===== config.mk =====
export PLATFORM = sky130hd
export DESIGN_NAME = rss_exec
export DESIGN_NICKNAME = d
export VERILOG_FILES = /design/src/design/rss_pkg.sv /design/src/design/rss_exec.sv
export SDC_FILE = /design/constraint.sdc
export NUM_CORES = 1
export LEC_CHECK = 0
export BUFFER_PORTS_ARGS = -buffer_cell sky130_fd_sc_hd__buf_2
export CAP_MARGIN = 20
export CORE_MARGIN = 2
export CORE_UTILIZATION = 25
export CTS_BUF_LIST = sky130_fd_sc_hd__clkbuf_4
export DETAILED_ROUTE_END_ITERATION = 10
export PLACE_DENSITY = 0.51
export REMOVE_ABC_BUFFERS = 1
export SLEW_MARGIN = 20
export SYNTH_ARGS = -nofsm -noshare
export SYNTH_HDL_FRONTEND = slang
export SYNTH_SLANG_ARGS = --single-unit

===== constraint.sdc =====
create_clock -name clk -period 2.4 [get_ports clk]
set_clock_uncertainty 0.2 [all_clocks]
set_input_delay 0.12 -clock clk [delete_from_list [all_inputs] [get_ports clk]]
set_output_delay 0.12 -clock clk [all_outputs]
set_load 0.1 [all_outputs]

===== src/design/rss_pkg.sv =====
/*
  rss_pkg: shared types and constants for the rotate, borrow-subtract
  and decrement-skip execution datapath.
  assumes one core clock and an 8-bit data memory outside the block.
*/
package rss_pkg;

  localparam int RSS_W = 8;
  localparam logic [7:0] RSS_WORK_RST = 8'h00;
  localparam logic [7:0] RSS_ONE = 8'h01;
  localparam logic [7:0] RSS_ZERO = 8'h00;
  localparam int RSS_NIB = 4;

  typedef enum logic [2:0] {
    OP_NOP = 3'h0,
    OP_ROT_RIGHT = 3'h1,
    OP_SUBB_MEM = 3'h2,
    OP_SUBB_IMM = 3'h3,
    OP_SUBB_TO_MEM = 3'h4,
    OP_DEC_SKIP = 3'h5,
    OP_DEC_WORK = 3'h6,
    OP_LOAD = 3'h7
  } rss_op_e;

  typedef enum logic [1:0] {
    ST_RUN = 2'b01,
    ST_DUMMY = 2'b10
  } rss_state_e;

  typedef struct packed {
    logic range_exc;
    logic z;
    logic nib_ok;
    logic c;
    logic sgn_brw;
    logic chain_z;
  } rss_flags_s;

  localparam rss_flags_s RSS_FLAGS_RST = '0;

  typedef struct packed {
    logic valid;
    rss_op_e op;
    logic [7:0] mem;
    logic [7:0] lit;
  } rss_req_s;

  typedef struct packed {
    rss_state_e st;
    logic [7:0] work;
    rss_flags_s fl;
    logic mem_we;
    logic [7:0] mem_wdata;
    logic skip;
    logic done;
  } rss_core_s;

endpackage


===== src/design/rss_exec.sv =====
/*
  rss_exec: executes rotate-right-through-link into the working register,
  the three borrow-subtract forms and the two decrement-and-skip forms.
  assumes the sequencer presents one instruction with its memory operand
  already read, on the same clock, and writes mem_wdata when mem_we.
*/
`timescale 1ns/1ps

module rss_exec
  import rss_pkg::*;
(
  // clock and reset
  input wire logic clk,
  input wire logic nrst,
  // instruction from sequencer
  input wire rss_req_s req,
  output logic req_ready,
  // data memory write-back
  output logic mem_we,
  output logic [7:0] mem_wdata,
  // core state
  output logic [7:0] work,
  output rss_flags_s flags,
  output logic skip,
  output logic done
);

  ////////////////////////////////////////////////////////////////////////
  rss_core_s state_reg;
  rss_core_s state_next;
  logic take;
  logic [8:0] diff;
  logic [4:0] ndiff;
  logic [7:0] sub_b;
  logic borrow_in;
  logic [7:0] dec;
  logic ovf;

  // a skip cycle blocks the next issue
  assign req_ready = (state_reg.st == ST_RUN);
  assign take = req.valid && req_ready;

  // borrow-subtract decode, used only by the checks
  function automatic logic is_borrow_op(input rss_op_e op);
    return (op == OP_SUBB_MEM) || (op == OP_SUBB_IMM) ||
      (op == OP_SUBB_TO_MEM);
  endfunction

  // shared 9-bit borrow subtract; bit 8 set means negative
  assign sub_b = (req.op == OP_SUBB_IMM) ? req.lit : req.mem;
  assign borrow_in = ~state_reg.fl.c;
  assign diff = {1'b0, state_reg.work} - {1'b0, sub_b} - {8'h00, borrow_in};
  assign ndiff = {1'b0, state_reg.work[3:0]} - {1'b0, sub_b[3:0]}
    - {4'h0, borrow_in};
  assign ovf = (state_reg.work[7] != sub_b[7]) &&
    (diff[7] != state_reg.work[7]);
  assign dec = req.mem - RSS_ONE;

  ////////////////////////////////////////////////////////////////////////
  always_comb begin
    state_next = state_reg;
    state_next.mem_we = 1'b0;
    state_next.skip = 1'b0;
    state_next.done = 1'b0;
    case (state_reg.st)
      ST_RUN: begin
        if (take) begin
          state_next.done = 1'b1;
          case (req.op)
            OP_ROT_RIGHT: begin
              state_next.work = {state_reg.fl.c, req.mem[7:1]};
              state_next.fl.c = req.mem[0];
            end
            OP_SUBB_MEM, OP_SUBB_IMM, OP_SUBB_TO_MEM: begin
              if (req.op != OP_SUBB_TO_MEM) begin
                state_next.work = diff[7:0];
              end else begin
                state_next.mem_we = 1'b1;
                state_next.mem_wdata = diff[7:0];
              end
              state_next.fl.c = ~diff[8];
              state_next.fl.z = (diff[7:0] == RSS_ZERO);
              state_next.fl.range_exc = ovf;
              state_next.fl.nib_ok = ~ndiff[RSS_NIB];
              state_next.fl.sgn_brw = diff[7] ^ ovf;
              // chain only survives while every byte is zero
              state_next.fl.chain_z = (diff[7:0] == RSS_ZERO) &&
                state_reg.fl.chain_z;
            end
            OP_DEC_SKIP, OP_DEC_WORK: begin
              if (req.op == OP_DEC_SKIP) begin
                state_next.mem_we = 1'b1;
                state_next.mem_wdata = dec;
              end else begin
                state_next.work = dec;
              end
              if (dec == RSS_ZERO) begin
                state_next.skip = 1'b1;
                state_next.st = ST_DUMMY;
              end
            end
            OP_LOAD: begin
              // preload of working, link and chain start
              state_next.work = req.lit;
              state_next.fl.c = req.mem[0];
              state_next.fl.chain_z = req.mem[1];
            end
            default: begin
              state_next.done = 1'b1;
            end
          endcase
        end
      end
      ST_DUMMY: begin
        state_next.st = ST_RUN;
      end
      default: begin
        state_next.st = ST_RUN;
      end
    endcase
  end

  always_ff @(posedge clk or negedge nrst) begin
    if (!nrst) begin
      state_reg <= '{st: ST_RUN, work: RSS_WORK_RST, fl: RSS_FLAGS_RST,
        mem_we: 1'b0, mem_wdata: RSS_ZERO, skip: 1'b0, done: 1'b0};
    end else begin
      state_reg <= state_next;
    end
  end

  assign mem_we = state_reg.mem_we;
  assign mem_wdata = state_reg.mem_wdata;
  assign work = state_reg.work;
  assign flags = state_reg.fl;
  assign skip = state_reg.skip;
  assign done = state_reg.done;

  ////////////////////////////////////////////////////////////////////////
  // checks

  a_rot_result: assert property (
    @(posedge clk) disable iff (!nrst)
    (take && req.op == OP_ROT_RIGHT) |=>
      (work == {$past(flags.c), $past(req.mem[7:1])}) &&
      (flags.c == $past(req.mem[0])))
    else $error("rotate result or link wrong");

  a_rot_nowrite: assert property (
    @(posedge clk) disable iff (!nrst)
    (take && req.op == OP_ROT_RIGHT) |=>
      !mem_we && !skip && (flags.z == $past(flags.z)) &&
      (flags.range_exc == $past(flags.range_exc)) &&
      (flags.chain_z == $past(flags.chain_z)))
    else $error("rotate touched memory or other flags");

  a_rot_flags: assert property (
    @(posedge clk) disable iff (!nrst)
    (take && req.op == OP_ROT_RIGHT) |=>
      ({flags[5:3], flags[1:0]} == $past({flags[5:3], flags[1:0]})))
    else $error("rotate changed a flag other than link");

  a_subb_mem: assert property (
    @(posedge clk) disable iff (!nrst)
    (take && req.op == OP_SUBB_MEM) |=>
      work == 8'($past(work) - $past(req.mem) - 8'(!$past(flags.c))) &&
      !mem_we)
    else $error("memory subtract result wrong");

  a_subb_imm: assert property (
    @(posedge clk) disable iff (!nrst)
    (take && req.op == OP_SUBB_IMM) |=>
      work == 8'($past(work) - $past(req.lit) - 8'(!$past(flags.c))))
    else $error("immediate subtract result wrong");

  a_subb_tomem: assert property (
    @(posedge clk) disable iff (!nrst)
    (take && req.op == OP_SUBB_TO_MEM) |=>
      mem_we && (work == $past(work)) && (mem_wdata ==
      8'($past(work) - $past(req.mem) - 8'(!$past(flags.c)))))
    else $error("subtract to memory wrong");

  a_mem_link: assert property (
    @(posedge clk) disable iff (!nrst)
    (take && (req.op == OP_SUBB_MEM || req.op == OP_SUBB_TO_MEM)) |=>
      flags.c == ({1'b0, $past(work)} >=
      ({1'b0, $past(req.mem)} + 9'(!$past(flags.c)))))
    else $error("link after subtract wrong");

  a_imm_link: assert property (
    @(posedge clk) disable iff (!nrst)
    (take && req.op == OP_SUBB_IMM) |=>
      flags.c == ({1'b0, $past(work)} >=
      ({1'b0, $past(req.lit)} + 9'(!$past(flags.c)))))
    else $error("link after immediate subtract wrong");

  a_zero_sign: assert property (
    @(posedge clk) disable iff (!nrst)
    (take && req.op == OP_SUBB_MEM) |=>
      (flags.z == (work == RSS_ZERO)) &&
      (flags.sgn_brw == (work[7] ^ flags.range_exc)))
    else $error("subtract zero or signed flag wrong");

  a_tomem_zero: assert property (
    @(posedge clk) disable iff (!nrst)
    (take && req.op == OP_SUBB_TO_MEM) |=>
      (flags.z == (mem_wdata == RSS_ZERO)) &&
      (flags.sgn_brw == (mem_wdata[7] ^ flags.range_exc)))
    else $error("subtract to memory flags wrong");

  a_nibble_flag: assert property (
    @(posedge clk) disable iff (!nrst)
    (take && is_borrow_op(req.op)) |=>
      flags.nib_ok == ({1'b0, $past(work[3:0])} >=
      ({1'b0, $past(sub_b[3:0])} + 5'(!$past(flags.c)))))
    else $error("nibble borrow flag wrong");

  a_chain_flag: assert property (
    @(posedge clk) disable iff (!nrst)
    (take && is_borrow_op(req.op)) |=>
      flags.chain_z == (flags.z && $past(flags.chain_z)))
    else $error("chained zero flag wrong");

  a_dec_skip: assert property (
    @(posedge clk) disable iff (!nrst)
    (take && req.op == OP_DEC_SKIP && req.mem == RSS_ONE) |=>
      (skip && mem_we && mem_wdata == RSS_ZERO && !req_ready) ##1
      (req_ready && !skip))
    else $error("zero decrement did not skip for one cycle");

  // one dead cycle only, so the sequencer never stalls twice
  a_dummy_single: assert property (
    @(posedge clk) disable iff (!nrst)
    skip |-> !req_ready ##1 (req_ready && !done))
    else $error("dummy cycle not exactly one cycle");

  a_dec_noskip: assert property (
    @(posedge clk) disable iff (!nrst)
    (take && (req.op == OP_DEC_SKIP || req.op == OP_DEC_WORK) &&
      req.mem != RSS_ONE) |=> !skip && req_ready)
    else $error("non-zero decrement skipped");

  a_stray_skip: assert property (
    @(posedge clk) disable iff (!nrst)
    !(take && (req.op == OP_DEC_SKIP || req.op == OP_DEC_WORK)) |=>
      !skip)
    else $error("skip without a decrement");

  a_dec_work: assert property (
    @(posedge clk) disable iff (!nrst)
    (take && req.op == OP_DEC_WORK) |=>
      !mem_we && (work == 8'($past(req.mem) - RSS_ONE)) &&
      (skip == (work == RSS_ZERO)))
    else $error("decrement to working wrong");

  a_dec_wrap: assert property (
    @(posedge clk) disable iff (!nrst)
    (take && req.op == OP_DEC_WORK && req.mem == RSS_ZERO) |=>
      (work == 8'hff) && !skip)
    else $error("decrement did not wrap");

  a_dec_flags: assert property (
    @(posedge clk) disable iff (!nrst)
    (take && (req.op == OP_DEC_SKIP || req.op == OP_DEC_WORK)) |=>
      flags == $past(flags))
    else $error("decrement changed a flag");

  a_dec_write: assert property (
    @(posedge clk) disable iff (!nrst)
    (take && req.op == OP_DEC_SKIP) |=>
      mem_we && (mem_wdata == 8'($past(req.mem) - RSS_ONE)) &&
      (work == $past(work)))
    else $error("decrement write-back wrong");

  // a stray write would corrupt a location the sequencer never named
  a_stray_write: assert property (
    @(posedge clk) disable iff (!nrst)
    !(take && (req.op == OP_SUBB_TO_MEM || req.op == OP_DEC_SKIP)) |=>
      !mem_we)
    else $error("memory written by a non-writing instruction");

endmodule


-- Word level (Yosys, flattened, before mapping)
Cells that the tools add are included.
- logic and storage cells: 75
- flip-flop bits (word level): 27
- output and inout bits: 26
- input port bits: 22
- reduce and logical (&&, ||, !) cells: 18
- eq/ne operators: 18
- multiplexer cells: 18
- bitwise gates (word level): 4
- add/subtract/negate cells: 5
- operators by type and width (kind ; number):
    8-bit one-hot mux with 4 select lines ; 1
    27-bit two-way mux ; 1
    8-bit two-way mux ; 3
    9-bit two-way mux ; 2
    9-bit one-hot mux with 2 select lines ; 1
    8-bit logical NOT ; 2
    3-bit == test (second input constant) ; 4
    3-bit AND reduction ; 4
    11-bit two-way mux ; 1
    5-bit AND reduction ; 2
    8-bit by 8-bit subtractor with 9-bit output ; 1
    9-bit by 1-bit subtractor with 9-bit output ; 1
    2-bit inequality test (second input constant) ; 4
    8-bit by 1-bit subtractor with 8-bit output (second input constant) ; 1
    3-bit by 2-bit == test with 1-bit output (second input constant) ; 2
    2-bit two-way mux ; 3
    2-bit by 1-bit inequality test with 1-bit output (second input constant) ; 3
    2-bit nonzero test ; 3
    4-bit by 4-bit subtractor with 5-bit output ; 1
    5-bit by 1-bit subtractor with 5-bit output ; 1
    1-bit one-hot mux with 2 select lines ; 2
    4-bit nonzero test ; 1
    2-bit OR reduction ; 2
    3-bit by 1-bit == test with 1-bit output (second input constant) ; 1
    other kinds (9) ; 16

-- Longest topological paths before layout
Gate-level depths: netlist of run 1.
- word-level depth: 10
- gate-level depth with buffers: 12

-- Worst setup path after synthesis of run 1
No wires, ideal clock.
- path type: input port to flip-flop
- start: input req[17] (netlist name)
- end: register state_reg, in the netlist flags[4]
- stages: 11
- arrival: 2743 ps
- setup slack: -646 ps
- library setup time: 103 ps
- path buffers: 2
- cells stage by stage: buf_2 > buf_2 > nand2_1 > mux2i_1 > fa_1 > fa_1 > nand2b_1 > a21oi_1 > xor2_1 > o2111ai_1 > o41ai_2
- word-level cells in the longest chain between the ends: 5
- elaborated cells on any way between the ends: 9
- RTL lines (item ; RTL line ; text):
    start, declared ; rss_exec.sv:16 ; input wire rss_req_s req,
    3-bit by 2-bit == test with 1-bit output ; rss_exec.sv:50, rss_exec.sv:69 ;
    8-bit two-way mux ; rss_exec.sv:50 ; assign sub_b = (req.op == OP_SUBB_IMM) ? req.lit : req.mem;
    8-bit by 8-bit subtractor with 9-bit output ; rss_exec.sv:52 ; assign diff = {1'b0, state_reg.work} - {1'b0, sub_b} - {8'h00, borrow_in};
    9-bit by 1-bit subtractor with 9-bit output ; rss_exec.sv:52 ;
    8-bit logical NOT ; rss_exec.sv:82 ; state_next.fl.z = (diff[7:0] == RSS_ZERO);
    end signal, assigned ; rss_exec.sv:125 ; state_reg <= '{st: ST_RUN, work: RSS_WORK_RST, fl: RSS_FLAGS_RST,
    end signal, assigned ; rss_exec.sv:128 ; state_reg <= state_next;
    end, declared ; rss_exec.sv:29 ; rss_core_s state_reg;
Parallel ways exist; a longest one is shown, timed or not.
A chain may end at the register's enable or synchronous reset.

-- Worst setup path after layout of run 1
- start: register state_reg, in the netlist flags[2]
- end: register state_reg, in the netlist flags[5]
- word-level cells in the longest chain between the ends: 4
- RTL lines (item ; RTL line ; text):
    1-bit NOT ; rss_exec.sv:51 ; assign borrow_in = ~state_reg.fl.c;
    9-bit by 1-bit subtractor with 9-bit output ; rss_exec.sv:52 ;
    1-bit inequality test ; rss_exec.sv:56 ; (diff[7] != state_reg.work[7]);
    1-bit logical AND ; rss_exec.sv:55 ; assign ovf = (state_reg.work[7] != sub_b[7]) &&
No other way between the ends.

==> out/metrics.cfg, run 1 <==
[die]
die_area_sq_um=10600
die_y_microns=103
initial_core_util_pct=25.4
die_x_microns=103
ios=48
fp.coreArea_sq_um=9640
fp-row-count=36

[cts]
cts.clk_slew.worst_paths_ps=190
clockBufferDepth=2
cts_tree=built
clockRootBuffer=clkbuf_4
clock_latency_ps=350
clock-sinks=27
cts_made_buffers=3
htreeDepth=1

[yosys]
synth_flop_cell=dfrtp_1
synth_cells=280
syn_area_sq_um=2450
synth_cell_types=55
yosys_warnings=0
async_reset_ff_share_pct=100
synth-edff-count=0
avgSynthCellArea_sq_um=8.74
ys_seq_elements=27
seq_area_frac_synth_pct=27.6

[final_layout]
final_cell_mix=buf_2, buf_4, inv_1, dfrtp_1, nand2_1
finalNonFillerCells=493
drive_gt1_share_pct=44.4
diodes=0
areaGrowthSynthToFinish_pct=38.2
nets=401

[timing]
setup_ws_ps=-359
timing.fmax_ghz=0.362
timing.slew.headroom_pct=50.0
hold_viol=0
worstMarginPinSlew_ps=745
period_share_pct=115
period_minus_slack_ps=2760
rsz0062_at_grt=yes
setup_viol=18
drv_slew=0

[routing]
via_per_inst=4.70
wirelength_microns=7640
first_pass_iters=4
remaining_drc_errors=0
drtIter0Drc=141
antenna_left=0
num_vias=2317
wire_per_inst_microns=15.5

[placed_design]
dpl.cell_count=475
globalplace.congestion=0.881
place_ws_ps=-733
io_buffers=47
detailed_place_hpwl_microns=5780

[power_and_ir_drop]
total_leakage_power_uw=0.00155
intPower_uw=2170
seqPwrFrac_pct=14.0
combPwrFrac_pct=81.1
ir_drop_mv=0.493
power.switching_uw=2660
swShare_pct=55.0
power_density_nw_per_um2=1430
p_clk_share_pct=4.9

[flow_run]
cap_violations=0

[critical_path]
path_class=flop to flop
start_kind=flop
cp_max_fo=5
cp.arrival_ps=2810
crit_required_ps=2450
crit_path_end_kind=flop

[run_status]
outcome=complete, but fails checks
violations=setup timing

[grt]
grt.total_usage_pct=15.0
grt_pass1_wl_microns=12100
grt_remaining_overflow=0
grt_max_degree=30
grt_pass1_vias=2337
antenna_found_initial=0

[hold_path]
hp-class=primary input to flop

[routing by layer]
metal	vias to the layer above	routed length, microns	GRT usage [%]
met2	76	3750	25.6
met1	1108	3390	19.8
li1	1119	-	-
met5	-	0	0
met4	0	167	5.26
met3	14	329	1.29
[synthesized netlist by cell type, types with 5 or more instances]
library cell  count  area (sq um)
dfrtp_1          26           651
buf_4            22           165
o211ai_1          6          45.0
nor2_1           15          56.3
nand2b_1          8          50.1
mux2_2           13           146
a21oi_1          11          55.1
ha_1             16           200
nand2_1          24          90.1
o21ai_0          12          60.1
inv_1            28           105
o21a_1            5          37.5
nor3_1            9          45.0
xnor2_1           7          61.3
o21ai_1           5          25.0
xor2_1            8          70.1
[worst max-delay path: stages (launching register included)]
cell and delay, ps:
dfrtp_1 450, fa_2 610, inv_2 50, ha_4 160
o211ai_4 180, o211ai_1 140, a211o_1 360, and2_4 210
a221o_1 290
[power groups by stage]
| stage | clock network, uW | registers (uW) | logic [uW] |
|---|---|---|---|
| after global placement | 0 | 690 | 3180 |
| after global routing | 264 | 697 | 4170 |
| after detailed placement | 0 | 692 | 3200 |
| after floorplan | 0 | 1730 | 1130 |
| final | 234 | 677 | 3910 |
| after CTS | 243 | 682 | 3480 |
[worst paths after layout]
check,depth (start not counted),to,slack [ps],startpoint
setup / recovery,8,flags[5],-360,flags[2]
hold / removal,4,work[4],50,req[4]
setup reg to reg,8,flags[5],-360,flags[2]
hold reg to reg,2,mem_wdata[5],300,mem_wdata[5]
max in group asynchronous,2,skip,1440,nrst
min in group asynchronous,2,work[1],110,nrst
[layout make-up]
cell class              instances  area, sq um
clock buffers                   3         22.5
inverters                      30          113
flip-flops and latches         27          677
clock inverters                 1         7.51
well taps                     133          166
fillers                      1040         6250
multi-input cells             194         1700
repair buffers                105          703
[metrics by stage]
stage | util (%) | power (uW) | TNS (ps) | hold slack [ps] | area [sq um]
2_1_floorplan | - | 2860 | -10800 | -376 | 2250
3_3_place_gp | 31.0 | 3870 | -10340 | 6.47 | 2990
3_5_place_dp | 31.0 | 3890 | -11570 | 14.2 | 2990
4_1_cts | 33.3 | 4410 | -2560 | 1.86 | 3210
5_1_grt | 35.1 | 5130 | -5100 | 56.8 | 3380
6_report | 35.1 | 4820 | -3740 | 47.2 | 3380
[repair_timing]
item	4_1_cts	5_1_grt
hold endpoints to repair	32	1
gates cloned	0	0
pin swaps	11	10
buffers inserted	3	4
resized for setup	26	25
hold buffers	6	1
endpoints found under the setup margin	18	19
[logic make-up after synthesis]
kind of cell | Yosys count | synth area share, %
AO/OA/AOI/OAI | 65 | 18.9
buffers and inverters | 59 | 12.6
XOR/XNOR | 15 | 5.37
AND/OR/NAND/NOR | 78 | 16.7
multiplexers | 18 | 9.04
adder cells (fa/ha/maj) | 18 | 9.81
flip-flops | 27 | 27.6
Power figures use the tool's default switching activity.
==> inputs of run 2 (changes only) <==
Settings changed: CORE_MARGIN 2 to default, CORE_UTILIZATION 25 to 50, PLACE_DENSITY 0.51 to 0.83.
==> run 2 against run 1 <==
The flow finishes with violations (DRC, setup timing). Critical path depth unchanged. Total power increased by 3.2%. Final area decreased by 3.0%. Global-route usage increased by 12 points. Maximum frequency decreased by 2.9%. Register-to-register slack got worse by 80 ps. Flip-flop and latch count unchanged. Non-clock buffer count decreased by 6. Die area decreased by 51%. Largest cell class unchanged. Largest power group unchanged.
==> out/metrics.cfg, run 2 (synthesized netlist as in run 1, its figures left out) <==
[routing]
wirelength_microns=8100
remaining_drc_errors=2
antenna_left=0
drtIter0Drc=394
num_vias=2521
via_per_inst=5.99
wire_per_inst_microns=19.2
first_pass_iters=10

[final_layout]
diodes=0
drive_gt1_share_pct=44.6
final_area_sq_um=3280
areaGrowthSynthToFinish_pct=34.1
nets=395
final_cell_mix=buf_2, buf_4, inv_1

[cts]
clock-sinks=27
cts.clk_slew.worst_paths_ps=160
clockRootBuffer=clkbuf_4
clockBufferDepth=2
cts_made_buffers=3
cts_tree=built
htreeDepth=1
clock_latency_ps=330

[critical_path]
start_kind=flop
cp_max_fo=5
crit_required_ps=2420
slowest_stage=fa_2
critical_path.max_stage_delay_ps=610
path_class=flop to flop
reg2regPathDepth=8
crit_chain=fa_2, inv_2, ha_4, o211ai_4, o211ai_1, a211o_1, and2_4, o41ai_2
crit_path_end_kind=flop
r2r_slack_ps=-440
cp.arrival_ps=2860

[timing]
final.setup.tns_ps=-3850
drv_slew=0
timing.slew.headroom_pct=43.7
worstMarginPinSlew_ps=838
holdWs_ps=30.8
rsz0062_at_grt=yes
setup_ws_ps=-440
setup_viol=18
period_share_pct=118
timing.fmax_ghz=0.352
hold_viol=0
period_minus_slack_ps=2840

[grt]
grt_max_degree=30
grt_pass1_wl_microns=10800
grt_pass1_vias=2340
grt_remaining_overflow=0
grt.total_usage_pct=26.6
antenna_found_initial=0

[run_status]
outcome=complete, but fails checks
violations=DRC, setup timing

[placed_design]
place_area_sq_um=2900
globalplace.congestion=0.882
io_buffers=47
detailed_place_hpwl_microns=5070

[die]
initial_core_util_pct=51.8
die_y_microns=72.0
fp-row-count=25
fp.coreArea_sq_um=4720
die_area_sq_um=5180
die_x_microns=72.0
ios=48

[power_and_ir_drop]
power_density_nw_per_um2=1520
ir_drop_mv=0.729
total_leakage_power_uw=0.00153

[flow_run]
cap_violations=0

[hold_path]
holdPathStages=3
hp-class=primary input to flop

==> run 2: final timing paths <==
path,from,to
setup / recovery,flags[2],flags[4]
hold / removal,req[15],state_reg[26]
setup reg to reg,flags[2],flags[4]
hold reg to reg,mem_wdata[5],mem_wdata[5]
max in group asynchronous,nrst,flags[0]
min in group asynchronous,nrst,mem_wdata[0]
==> run 2: layout make-up <==
cell class / instances / area, sq um
Multi-Input combinational cell: 194 / 1740
Fill cell: 316 / 1440
Sequential cell: 27 / 677
Timing Repair Buffer: 99 / 639
Inverter: 30 / 113
Tap cell: 67 / 83.8
Clock buffer: 4 / 30.0
==> run 2: report_power, final <==
group | internal, uW | switching, uW
registers | 594 | 87.1
clock network | 76.4 | 141
logic | 1520 | 2560
total | 2190 | 2780
==> run 2: worst max-delay path: cells and delay by family (launching register included) <==
kind / cells / cell delay [ps]
AOI/OAI and AO/OA: 4 / 1050
adders and majority gates: 2 / 770
buffers and inverters: 1 / 50
DFF: 1 / 440
and+or+nand+nor: 1 / 220
==> run 2: repair_timing <==
item / in CTS / in global routing
pin swaps: 8 / 17
hold endpoints to repair: 30 / 0
hold buffers: 4 / 0
gates resized for setup: 17 / 37
setup endpoints to repair: 18 / 18
setup buffers: 2 / 3
==> run 2: through the flow <==
stage                     power (uW)  utilization (%)  instances  worst slack [ps]
final                           4980             69.5        421              -440
after global routing            5160             69.5        421              -493
after floorplan                 2860                -        251              -813
after global placement          3800             61.5        409              -606
after CTS                       4240             64.4        419              -290
after detailed placement        3870             61.5        409              -752
==> run 2: per-layer routing <==
layer	wire (microns)	global-route usage, %	share of wire [%]
met4	580	14.4	7.2
met2	3780	47.0	47
met3	687	3.75	8.5
met1	3060	31.3	38
met5	0	0	0
